### src/pwrctl_regs.svh
// Register offsets, field positions and reset values of the power control
`ifndef PWRCTL_REGS_SVH
`define PWRCTL_REGS_SVH

`define PWRCTL_BASE_ADDR 32'h4000_7000
`define PWRCTL_CTRL_OFFSET 4'h0
`define PWRCTL_CTRL_RESET 32'h0000_8000
`define PWRCTL_CTRL_WMASK 32'h0034_C1F3
`define PWRCTL_BIT_SRAM2_OFF 21
`define PWRCTL_BIT_SRAM1_OFF 20
`define PWRCTL_BIT_LOW_DRIVE 18
`define PWRCTL_BIT_OV_THRESH 15
`define PWRCTL_BIT_OV_EN 14
`define PWRCTL_BIT_BKP_WEN 8
`define PWRCTL_UV_THRESH_HI 7
`define PWRCTL_UV_THRESH_LO 5
`define PWRCTL_BIT_UV_EN 4
`define PWRCTL_BIT_STBY_CLR 3
`define PWRCTL_BIT_WAKE_CLR 2
`define PWRCTL_BIT_STBY_SEL 1
`define PWRCTL_BIT_REG_LP 0
`define PWRCTL_UV_MASK 32'h0000_00F0

`endif

### src/pwrctl_pkg.sv
// Types shared by the power control register files
package pwrctl_pkg;
  typedef enum logic [1:0] {
    PWRCTL_RUN = 2'b00,
    PWRCTL_DEEP = 2'b01,
    PWRCTL_STBY = 2'b11
  } pwrctl_mode_e;
  typedef logic [31:0] pwrctl_word_t;
endpackage : pwrctl_pkg

### src/pwrctl_wb_if.sv
// Internal bus-request carrier between the slave front end and the register
`timescale 1ns/1ps
`default_nettype none
interface pwrctl_wb_if;
  logic wr;
  logic [31:0] wdata;
  logic [31:0] bmask;
  modport front (output wr, output wdata, output bmask);
  modport back (input wr, input wdata, input bmask);
endinterface : pwrctl_wb_if
`default_nettype wire

### src/pwrctl_top.sv
// Power control register with mode outputs and status flag clears
//
// The Wishbone slave port was left to the implementer.
`timescale 1ns/1ps
`default_nettype none
`include "pwrctl_regs.svh"
// Operation
// - Control register at offset zero, 32 bits
// - Reset value 0x8000, also on standby wake
// - Half-word and word accesses accepted
// - Bit 21 powers off third SRAM bank
// - Bit 20 powers off second SRAM bank
// - Bit 18 selects low-drive deep-sleep
// - Bit 15 selects over-voltage threshold
// - Bit 14 enables over-voltage detector
// - Bit 8 gates backup domain writes
// - Bits 7:5 select under-voltage threshold
// - Bit 4 enables under-voltage detector
// - Lock makes under-voltage fields read-only
// - Bit 3 write-one clears standby flag
// - Bit 2 write-one clears wake flag
// - Bit 1 picks standby over deep-sleep
// - Bit 0 sets regulator low-power in deep-sleep
// - Oscillator user forces regulator normal mode
// - Standby flag cleared by power reset or strobe
// - Wake flag cleared by reset or strobe
module pwrctl_top (
  input wire logic sys_clk_i,
  input wire logic reset_n_i,
  input wire logic cyc_i,
  input wire logic stb_i,
  input wire logic we_i,
  input wire logic [3:0] adr_i,
  input wire logic [3:0] sel_i,
  input wire logic [31:0] dat_i,
  output logic [31:0] dat_o,
  output logic ack_o,
  input wire logic standby_wake_i,
  input wire logic undervoltage_cfg_lock_i,
  input wire logic deep_sleep_request_i,
  input wire logic internal_8mhz_osc_busy_i,
  output pwrctl_pkg::pwrctl_mode_e mode_o,
  output logic sram_bank2_power_off_o,
  output logic sram_bank1_power_off_o,
  output logic low_drive_enable_o,
  output logic overvoltage_threshold_sel_o,
  output logic overvoltage_detect_en_o,
  output logic backup_write_en_o,
  output logic [2:0] undervoltage_threshold_o,
  output logic undervoltage_detect_en_o,
  output logic regulator_low_power_o,
  output logic standby_flag_clear_o,
  output logic wake_flag_clear_o
);
  import pwrctl_pkg::*;
  pwrctl_wb_if req ();
  logic hit;
  pwrctl_word_t ctrl_r;
  pwrctl_word_t ctrl_nxt;
  pwrctl_word_t wmask;
  logic stby_clr_r;
  logic wake_clr_r;
  // ----------------------------------------
  // Bus front end
  // ----------------------------------------
  pwrctl_wb_front u_front (
    .sys_clk_i(sys_clk_i),
    .reset_n_i(reset_n_i),
    .cyc_i(cyc_i),
    .stb_i(stb_i),
    .we_i(we_i),
    .adr_i(adr_i),
    .sel_i(sel_i),
    .dat_i(dat_i),
    .ack_o(ack_o),
    .hit_o(hit),
    .req(req)
  );
  // ----------------------------------------
  // Control register
  // ----------------------------------------
  // Lock freezes the under-voltage fields
  always_comb
  begin
    wmask = `PWRCTL_CTRL_WMASK & req.bmask;
    if (undervoltage_cfg_lock_i)
      wmask = wmask & ~`PWRCTL_UV_MASK;
    ctrl_nxt = (ctrl_r & ~wmask) | (req.wdata & wmask);
  end
  // Wake from standby reloads reset value
  always_ff @(posedge sys_clk_i or negedge reset_n_i)
  begin
    if (!reset_n_i)
      ctrl_r <= `PWRCTL_CTRL_RESET;
    else if (standby_wake_i)
      ctrl_r <= `PWRCTL_CTRL_RESET;
    else if (req.wr)
      ctrl_r <= ctrl_nxt;
  end
  // ----------------------------------------
  // Flag clear strobes
  // ----------------------------------------
  // One-cycle pulses; the flags live in the status block
  always_ff @(posedge sys_clk_i or negedge reset_n_i)
  begin
    if (!reset_n_i)
    begin
      stby_clr_r <= 1'b0;
      wake_clr_r <= 1'b0;
    end
    else
    begin
      stby_clr_r <= req.wr && req.bmask[`PWRCTL_BIT_STBY_CLR]
                    && req.wdata[`PWRCTL_BIT_STBY_CLR];
      wake_clr_r <= req.wr && req.bmask[`PWRCTL_BIT_WAKE_CLR]
                    && req.wdata[`PWRCTL_BIT_WAKE_CLR];
    end
  end
  assign standby_flag_clear_o = stby_clr_r;
  assign wake_flag_clear_o = wake_clr_r;
  // ----------------------------------------
  // Read path
  // ----------------------------------------
  // Strobe bits never stored, so they read zero
  assign dat_o = hit ? ctrl_r : 32'h0000_0000;
  // ----------------------------------------
  // Mode outputs
  // ----------------------------------------
  assign sram_bank2_power_off_o = ctrl_r[`PWRCTL_BIT_SRAM2_OFF];
  assign sram_bank1_power_off_o = ctrl_r[`PWRCTL_BIT_SRAM1_OFF];
  assign low_drive_enable_o = ctrl_r[`PWRCTL_BIT_LOW_DRIVE];
  assign overvoltage_threshold_sel_o = ctrl_r[`PWRCTL_BIT_OV_THRESH];
  assign overvoltage_detect_en_o = ctrl_r[`PWRCTL_BIT_OV_EN];
  assign backup_write_en_o = ctrl_r[`PWRCTL_BIT_BKP_WEN];
  assign undervoltage_threshold_o =
    ctrl_r[`PWRCTL_UV_THRESH_HI:`PWRCTL_UV_THRESH_LO];
  assign undervoltage_detect_en_o = ctrl_r[`PWRCTL_BIT_UV_EN];
  // Regulator stays normal while the oscillator has a user
  assign regulator_low_power_o = ctrl_r[`PWRCTL_BIT_REG_LP]
                                 && !internal_8mhz_osc_busy_i;
  always_comb
  begin
    if (!deep_sleep_request_i)
      mode_o = PWRCTL_RUN;
    else if (ctrl_r[`PWRCTL_BIT_STBY_SEL])
      mode_o = PWRCTL_STBY;
    else
      mode_o = PWRCTL_DEEP;
  end
endmodule : pwrctl_top
`default_nettype wire

### src/pwrctl_wb_front.sv
// Wishbone classic slave front end for one register word
`timescale 1ns/1ps
`default_nettype none
`include "pwrctl_regs.svh"
module pwrctl_wb_front (
  input wire logic sys_clk_i,
  input wire logic reset_n_i,
  input wire logic cyc_i,
  input wire logic stb_i,
  input wire logic we_i,
  input wire logic [3:0] adr_i,
  input wire logic [3:0] sel_i,
  input wire logic [31:0] dat_i,
  output logic ack_o,
  output logic hit_o,
  pwrctl_wb_if.front req
);
  import pwrctl_pkg::*;
  logic ack_r;
  logic req_live;
  // ----------------------------------------
  // Handshake
  // ----------------------------------------
  // One ack per request; gap cycle prevents a double write
  assign req_live = cyc_i && stb_i && !ack_r;
  always_ff @(posedge sys_clk_i or negedge reset_n_i)
  begin
    if (!reset_n_i)
      ack_r <= 1'b0;
    else
      ack_r <= req_live;
  end
  assign ack_o = ack_r;
  assign hit_o = (adr_i == `PWRCTL_CTRL_OFFSET);
  // Byte lanes are honoured; half-word and word both fit
  // Write lands on the edge where the master samples ack
  assign req.wr = cyc_i && stb_i && ack_r && we_i && hit_o;
  assign req.wdata = dat_i;
  assign req.bmask = {{8{sel_i[3]}}, {8{sel_i[2]}},
                      {8{sel_i[1]}}, {8{sel_i[0]}}};
endmodule : pwrctl_wb_front
`default_nettype wire

### config.mk
export PLATFORM = sky130hd
export DESIGN_NAME = pwrctl_top
export DESIGN_NICKNAME = d
export VERILOG_FILES = /design/src/pwrctl_pkg.sv /design/src/pwrctl_wb_if.sv /design/src/pwrctl_top.sv /design/src/pwrctl_wb_front.sv
export VERILOG_INCLUDE_DIRS = /design/src /design/src/src
export SDC_FILE = /design/constraint.sdc
export NUM_CORES = 1
export LEC_CHECK = 0
export BUFFER_PORTS_ARGS = -buffer_cell sky130_fd_sc_hd__buf_2
export CAP_MARGIN = 15
export CORE_MARGIN = 10
export CORE_UTILIZATION = 39
export DETAILED_ROUTE_END_ITERATION = 7
export PLACE_DENSITY = 0.85
export REMOVE_ABC_BUFFERS = 1
export SLEW_MARGIN = 20
export SYNTH_ARGS = -nofsm -noshare
export SYNTH_HDL_FRONTEND = slang
export SYNTH_SLANG_ARGS = --single-unit
export TNS_END_PERCENT = 20
### constraint.sdc
create_clock -name sys_clk_i -period 2.4 [get_ports sys_clk_i]
set_clock_uncertainty 0.2 [all_clocks]
set_input_delay 0.6 -clock sys_clk_i [delete_from_list [all_inputs] [get_ports sys_clk_i]]
set_output_delay 0.6 -clock sys_clk_i [all_outputs]
set_load 0.02 [all_outputs]
======== Word-level counts from Yosys, hierarchy flattened ========
Index checks and enable logic that the tools add are counted.
storage, ports and cells
  bits in registers ....................... 35
  input port bits ......................... 49
  output and inout port bits .............. 48
  word-level logic and storage cells ...... 27
operators by class
  muxes and demuxes ....................... 6
  bitwise logic cells ..................... 4
  reductions and logical operators ........ 13
operator list
  kind                   number
  2-to-1 mux 32 bit      3
  AND 32 x 22 -> 32 bit  1
  AND 32 bit             1
  inverter 22 -> 32 bit  1
  bitwise OR 32 bit      1
  logical AND 1 bit      9
  2-to-1 mux 8 bit       1
  logical NOT 4 bit      1
  2-to-1 mux 2 bit       2
  logical NOT 1 bit      2
  nonzero test 2 bit     1

======== Depth between registers and ports, before layout ========
Gate-level depths: netlist (run 1).
  depth after elaboration ................. 6
  mapped depth ............................ 3
  gate-level depth less buffers ........... 3

======== By module ========
A second synthesis (run 1) with hierarchy kept.
second synthesis, totals
  cell total of the unflattened synthesis .. 168
  area, all modules ....................... 1505.2 µm²
by module, submodules not included
  module           instances  cells each  area an instance (µm²)  sequential area each (µm²)
  pwrctl_top       1          98          955.9                   351.6
  pwrctl_wb_front  1          70          549.3                   25.0

======== Least setup slack after synthesis (run 1) ========
No wires, ideal clock.
  kind .................................... input-to-output
  start point ............................. input adr_i[1]
  end point ............................... output dat_o[0]
  data arrival time ....................... 1.411 ns
  data required time ...................... 1.600 ns
  slack ................................... 0.189 ns
  stages on the path ...................... 3
  path buffers ............................ 1
  cell sequence ........................... nor4_1 clkbuf_1 and2_1
on the way
  longest elaborated chain between the ends .. 2
RTL lines
  what                         line               RTL
  start: declaration           pwrctl_top.sv:33   input wire logic [3:0] adr_i,
  logical NOT 4 bit (no line)  --
  2-to-1 mux 32 bit            pwrctl_top.sv:125  assign dat_o = hit ? ctrl_r : 32'h0000_0000;
  end: declaration             pwrctl_top.sv:36   output logic [31:0] dat_o,
Every way passes these cells.

======== Worst setup path after layout (run 1) ========
  start point ............................. input adr_i[1]
  end point ............................... output dat_o[5]
Same word-level chain as after synthesis.

==> impl_metrics.env, run 1 <==
export IMPL_p_clk_share_pct=29.7
export IMPL_cpMostUsedCell="buf_2"
export IMPL_synthTopCellsByArea="dfrtp_1 34%, buf_4 17%, nand2b_1 13%, mux2i_1 12%, and2_1 9.1%"
export IMPL_io_buffers=57
export IMPL_top_layer="met3"
export IMPL_cts_inserted_buffers=3
export IMPL_grt_pass1_wl_um=3946
export IMPL_critPathCaptureType="output pin"
export IMPL_cp_arrival_ns=1.48
export IMPL_finalHoldViolCount=0
export IMPL_worstRegToRegCells=3
export IMPL_min_period_over_period_pct=94.95
export IMPL_post_cts_resized=0
export IMPL_die_area_sq_um=5100
export IMPL_fin_nets=211
export IMPL_synthCells=107
export IMPL_grt_max_degree=25
export IMPL_rsz0062_at_grt="false"
export IMPL_power_density_nw_per_um2=380.1
export IMPL_area_growth_syn_to_layout_pct=23.54
export IMPL_synth_common_cells="24 x buf_4, 22 x nand2b_1, 15 x and2_1, 14 x dfrtp_1, 12 x mux2i_1"
export IMPL_cp_required_ns=1.60
export IMPL_synth_top_area_cell="dfrtp_1"
export IMPL_fp_row_count=18
export IMPL_synth_edf_count=0
export IMPL_whs_ns=0.01114
export IMPL_num_io_pins=97
export IMPL_die_y_um=71.42
export IMPL_first_pass_iters=2
export IMPL_path_max_fanout=12
export IMPL_synth_seq_cells=15
export IMPL_wl_met2_um=1329
export IMPL_drive_gt1_share_pct=42.24
export IMPL_gp_congestion=0.7517
export IMPL_path_class="input pin to output pin"
export IMPL_antenna_found_initial=0
export IMPL_synth_most_common_cell="buf_4"
export IMPL_yosysSeqAreaShare_pct=36.53
export IMPL_wl_met1_um=971
export IMPL_viasPerCell=4.246
export IMPL_yosysTopAreaCellShare_pct=33.98
export IMPL_irDropWorstVdd_mv=0.1892
export IMPL_grt_pass1_vias=825
export IMPL_syn_avg_cell_area_sq_um=9.635
export IMPL_vias=811
export IMPL_async_reset_ff_share_pct=100.0
export IMPL_drtIter0Drc=13
export IMPL_outcome="finished, final reports clean"
export IMPL_hpwl_um=2230
export IMPL_slowest_stage="nor4_2"
export IMPL_finalSetupViolCount=0
export IMPL_wl_per_cell_um=13.64
export IMPL_wirelength_um=2606
export IMPL_postRouteAntennaNets=0
export IMPL_p_total_mw=0.4841
export IMPL_root_buffer="clkbuf_4"
export IMPL_core_area_sq_um=2500
export IMPL_drc=0
export IMPL_cap_violations=0
export IMPL_clkSinkCount=15
export IMPL_syn_cell_area_sq_um=1031
export IMPL_p_int_mw=0.3467
export IMPL_yosys_cell_types_count=17
export IMPL_final_max_slew_viol_count=0
export IMPL_grt_usage_pct=9.321
export IMPL_min_period_ns=2.279
export IMPL_max_stage_delay_ns=0.26
export IMPL_startpoint_type="input pin"
export IMPL_start_util_pct=41.24
export IMPL_max_clock_path_buffers=2
export IMPL_yosysWarnings=0
export IMPL_cts_tree="done"
export IMPL_dr_wl_met3_um=304
export IMPL_ys_flop_type="dfrtp_1"
export IMPL_dieWidth_um=71.42
export IMPL_h_tree_depth=1
export IMPL_seq_power_share_pct=52.5
export IMPL_p_leak_nw=0.6975
export IMPL_cts_setup_buffers=0
export IMPL_power_switching_mw=0.1374
export IMPL_setup_tns_ns=0
export IMPL_path_cells="buf_2, nor4_2, buf_4, and2_1, buf_2"
export IMPL_clock_fmax_mhz=438.8
export IMPL_hold_class="input pin to async pin"
export IMPL_cts_hold_buffers=0
export IMPL_clk_latency_ns=0.28
export IMPL_grt_overflow_total=0
export IMPL_p_comb_share_pct=17.8
export IMPL_clk_pin_slew_ns=0.09
export IMPL_p_sw_share_pct=28.38
export IMPL_final_util_pct=50.95
export IMPL_antennaDiodeCount=0
[per-layer routing]
metal / global-route usage [%] / vias up
met5: 0 / -
met4: 1.935 / 0
met3: 4.683 / 0
met2: 16.57 / 39
met1: 9.585 / 367
li1: - / 405
[path summary, 6_finish.rpt]
| kind | start | to | slack (ns) |
|---|---|---|---|
| worst min register to register | u_front.ack_o$_DFF_PN0_ | u_front.ack_o$_DFF_PN0_ | 0.25 |
| max in group asynchronous | reset_n_i | ctrl_r[15]$_DFFE_PN1P_ | 1.69 |
| worst max register to register | u_front.ack_o$_DFF_PN0_ | ctrl_r[5]$_DFFE_PN0P_ | 0.83 |
| worst max-delay path | adr_i[1] | dat_o[5] | 0.12 |
| min in group sys_clk_i | u_front.ack_o$_DFF_PN0_ | u_front.ack_o$_DFF_PN0_ | 0.25 |
| worst min-delay path | reset_n_i | u_front.ack_o$_DFF_PN0_ | 0.01 |
[critical path, delay by kind of cell]
family	cells	cell delay, ns
buffers and inverters	3	0.48
AND/OR/NAND/NOR	2	0.40
[cell families after synthesis]
| group | after synthesis | synth area share (%) |
|---|---|---|
| and+or+nand+nor | 49 | 31.80 |
| DFF | 15 | 36.53 |
| buffers and inverters | 30 | 19.66 |
| other | 1 | 0.3637 |
| muxes | 12 | 11.65 |
[cells in the final DEF (no fill, tap or decap)]
cell type,netlist,final
buf_4,24,1
dfrtp_1,14,14
mux2i_1,12,12
nand2b_1,22,22
nand4_1,1,1
nand2_1,1,1
buf_2,0,57
inv_1,3,3
nor3_2,3,3
conb_1,1,20
nor2_1,3,3
nor4_2,0,1
dfstp_2,1,1
nor4_4,1,1
clkbuf_4,0,3
nor2b_1,1,1
and2_1,15,15
or4_4,1,1
clkbuf_1,3,1
[through the flow]
stage | instances | worst slack [ns] | cell area, sq um
CTS | 191 | 0.09784 | 1274
floorplan | 99 | -0.02420 | 910.9
finish | 191 | 0.1211 | 1274
global route | 191 | 0.007678 | 1274
global placement | 187 | 0.1291 | 1247
detailed placement | 187 | 0.09805 | 1247
[flip-flops by register name (all words and copies together), names as in the netlist]
signal and flops:
u_front.ack_o 1, ctrl_r 12, wake_flag_clear_o 1, standby_flag_clear_o 1
[power by group through the flow]
stage | registers, mW | clock network [mW] | logic (mW)
floorplan | 0.261 | 0 | 0.0439
global placement | 0.259 | 0 | 0.0844
detailed placement | 0.259 | 0 | 0.0855
CTS | 0.254 | 0.151 | 0.0857
global route | 0.254 | 0.162 | 0.0948
finish | 0.254 | 0.144 | 0.0862
[layout make-up]
type	instances	area, sq um
clock buffers	4	26.28
fillers	248	1226
inverters	3	11.26
multi-input cells	81	529.3
flip-flops and latches	15	376.6
well taps	30	37.54
repair buffers	58	292.8
(Power assumes the default switching activity.)
==> inputs of run 2 (changes only) <==
- PLACE_DENSITY: 0.85 -> 0.93
==> run 2 against run 1 <==
Wire length rose by 5.4%. Register-to-register slack barely moved. Maximum frequency decreased by 0.65%. Non-clock buffer count did not move. Clock-buffer cell count stayed put. Critical path depth unchanged. Critical endpoint is now dat_o[7]. Largest power group unchanged.
==> impl_metrics.env, run 2 (synthesis results as in run 1) <==
export IMPL_outcome="finished, final reports clean"
export IMPL_drc=0
export IMPL_grt_pass1_wl_um=4464
export IMPL_cts_tree="done"
export IMPL_p_comb_share_pct=17.9
export IMPL_first_pass_iters=4
export IMPL_layout_common_cells="56 x buf_2, 22 x nand2b_1, 20 x conb_1"
export IMPL_critPathCaptureType="output pin"
export IMPL_place_area_sq_um=1247
export IMPL_grt_usage_pct=10.67
export IMPL_die_area_sq_um=5100
export IMPL_vias=806
export IMPL_die_y_um=71.42
export IMPL_grt_max_degree=25
export IMPL_final_max_slew_viol_count=0
export IMPL_cp_required_ns=1.60
export IMPL_root_buffer="clkbuf_4"
export IMPL_clk_pin_slew_ns=0.09
export IMPL_cts_inserted_buffers=3
export IMPL_fp_row_count=18
export IMPL_cts_hold_buffers=0
export IMPL_p_int_mw=0.3468
export IMPL_power_density_nw_per_um2=380.3
export IMPL_hold_class="input pin to async pin"
export IMPL_hpwl_um=2361
export IMPL_startpoint_type="input pin"
export IMPL_fin_nets=211
export IMPL_p_sw_share_pct=28.54
export IMPL_min_period_over_period_pct=95.57
export IMPL_p_clk_share_pct=29.7
export IMPL_max_clock_path_buffers=2
export IMPL_start_util_pct=41.24
export IMPL_seq_power_share_pct=52.4
export IMPL_io_buffers=57
export IMPL_finalSetupViolCount=0
export IMPL_final_common_cell="buf_2"
export IMPL_power_switching_mw=0.1385
export IMPL_clock_fmax_mhz=436.0
export IMPL_p_leak_nw=0.6974
export IMPL_largest_reg_flops=12
export IMPL_clkSinkCount=15
export IMPL_dp_cells=187
export IMPL_fin_area_sq_um=1276
export IMPL_grt_pass1_vias=886
export IMPL_finalHoldViolCount=0
export IMPL_viasPerCell=4.220
export IMPL_dieWidth_um=71.42
export IMPL_rsz0062_at_grt="false"
export IMPL_cap_violations=0
export IMPL_postRouteAntennaNets=0
export IMPL_grt_overflow_total=0
export IMPL_setup_tns_ns=0
export IMPL_core_area_sq_um=2500
export IMPL_clk_latency_ns=0.28
export IMPL_antenna_found_initial=0
export IMPL_h_tree_depth=1
export IMPL_min_period_ns=2.294
export IMPL_cp_arrival_ns=1.49
export IMPL_antennaDiodeCount=0
export IMPL_num_io_pins=97
export IMPL_finalNonFillerCells=191
export IMPL_drtIter0Drc=16
export IMPL_drive_gt1_share_pct=42.24
export IMPL_final_util_pct=51.05
export IMPL_gp_congestion=0.7393
export IMPL_area_growth_syn_to_layout_pct=23.79
export IMPL_whs_ns=0.006869
export IMPL_path_max_fanout=12
export IMPL_path_class="input pin to output pin"
export IMPL_irDropWorstVdd_mv=0.2138
export IMPL_cts_setup_buffers=0
export IMPL_wl_per_cell_um=14.38
export IMPL_regMostFlops="ctrl_r"
export IMPL_wirelength_um=2746
run 2: cell counts in the layout (fill, tap and decap cells not counted):
Identical to the previous run, type by type.
run 2: critical path: stages:
cell and delay [ns]:
buf_2 0.12, nor4_2 0.27, buf_4 0.22, and2_1 0.13, buf_2 0.16
run 2: power by group through the flow:
stage	clock network (mW)	logic (mW)	registers, mW
6_report	0.144	0.0869	0.254
5_1_grt	0.165	0.0962	0.255
4_1_cts	0.150	0.0863	0.254
3_5_place_dp	0	0.0861	0.259
3_3_place_gp	0	0.0840	0.259
2_1_floorplan	0	0.0439	0.261
run 2: path summary, 6_finish.rpt:
path                                    startpoint                      end  slack [ns]  cells past startpoint
min                                      reset_n_i    ctrl_r[1]$_DFFE_PN0P_       0.007                      1
max reg2reg                u_front.ack_o$_DFF_PN0_    ctrl_r[7]$_DFFE_PN0P_        0.82                      3
min reg2reg                u_front.ack_o$_DFF_PN0_  u_front.ack_o$_DFF_PN0_        0.25                      1
max                                       adr_i[1]                 dat_o[7]        0.11                      5
max in group asynchronous                reset_n_i   ctrl_r[15]$_DFFE_PN1P_        1.70                      1
min in group sys_clk_i     u_front.ack_o$_DFF_PN0_  u_front.ack_o$_DFF_PN0_        0.25                      1
run 2: repair_timing:
item                                    4_1_cts  5_1_grt
resized for setup                             0        1
endpoints found under the hold margin         0        0
endpoints found under the setup margin        0        1
run 2: area by class of cell:
cell class,instances,area (sq um)
Sequential cell,15,376.6
Fill cell,247,1224
Tap cell,30,37.54
Inverter,3,11.26
Clock buffer,4,26.28
Multi-Input combinational cell,81,529.3
Timing Repair Buffer,58,295.3
run 2: through the flow:
stage	setup WS [ns]	total power, mW
floorplan	-0.02420	0.3045
global placement	0.1333	0.3432
global route	0.006269	0.5154
finish	0.1062	0.4854
CTS	0.08613	0.4902
detailed placement	0.08897	0.3454
run 2: routing by layer:
metal  part of all wire, %  up-vias  track usage [%]
met4                     0        0            2.581
li1                      -      404                -
met3                    12        0            5.647
met2                    53       38            19.61
met5                     0        -                0
met1                    35      364            10.16
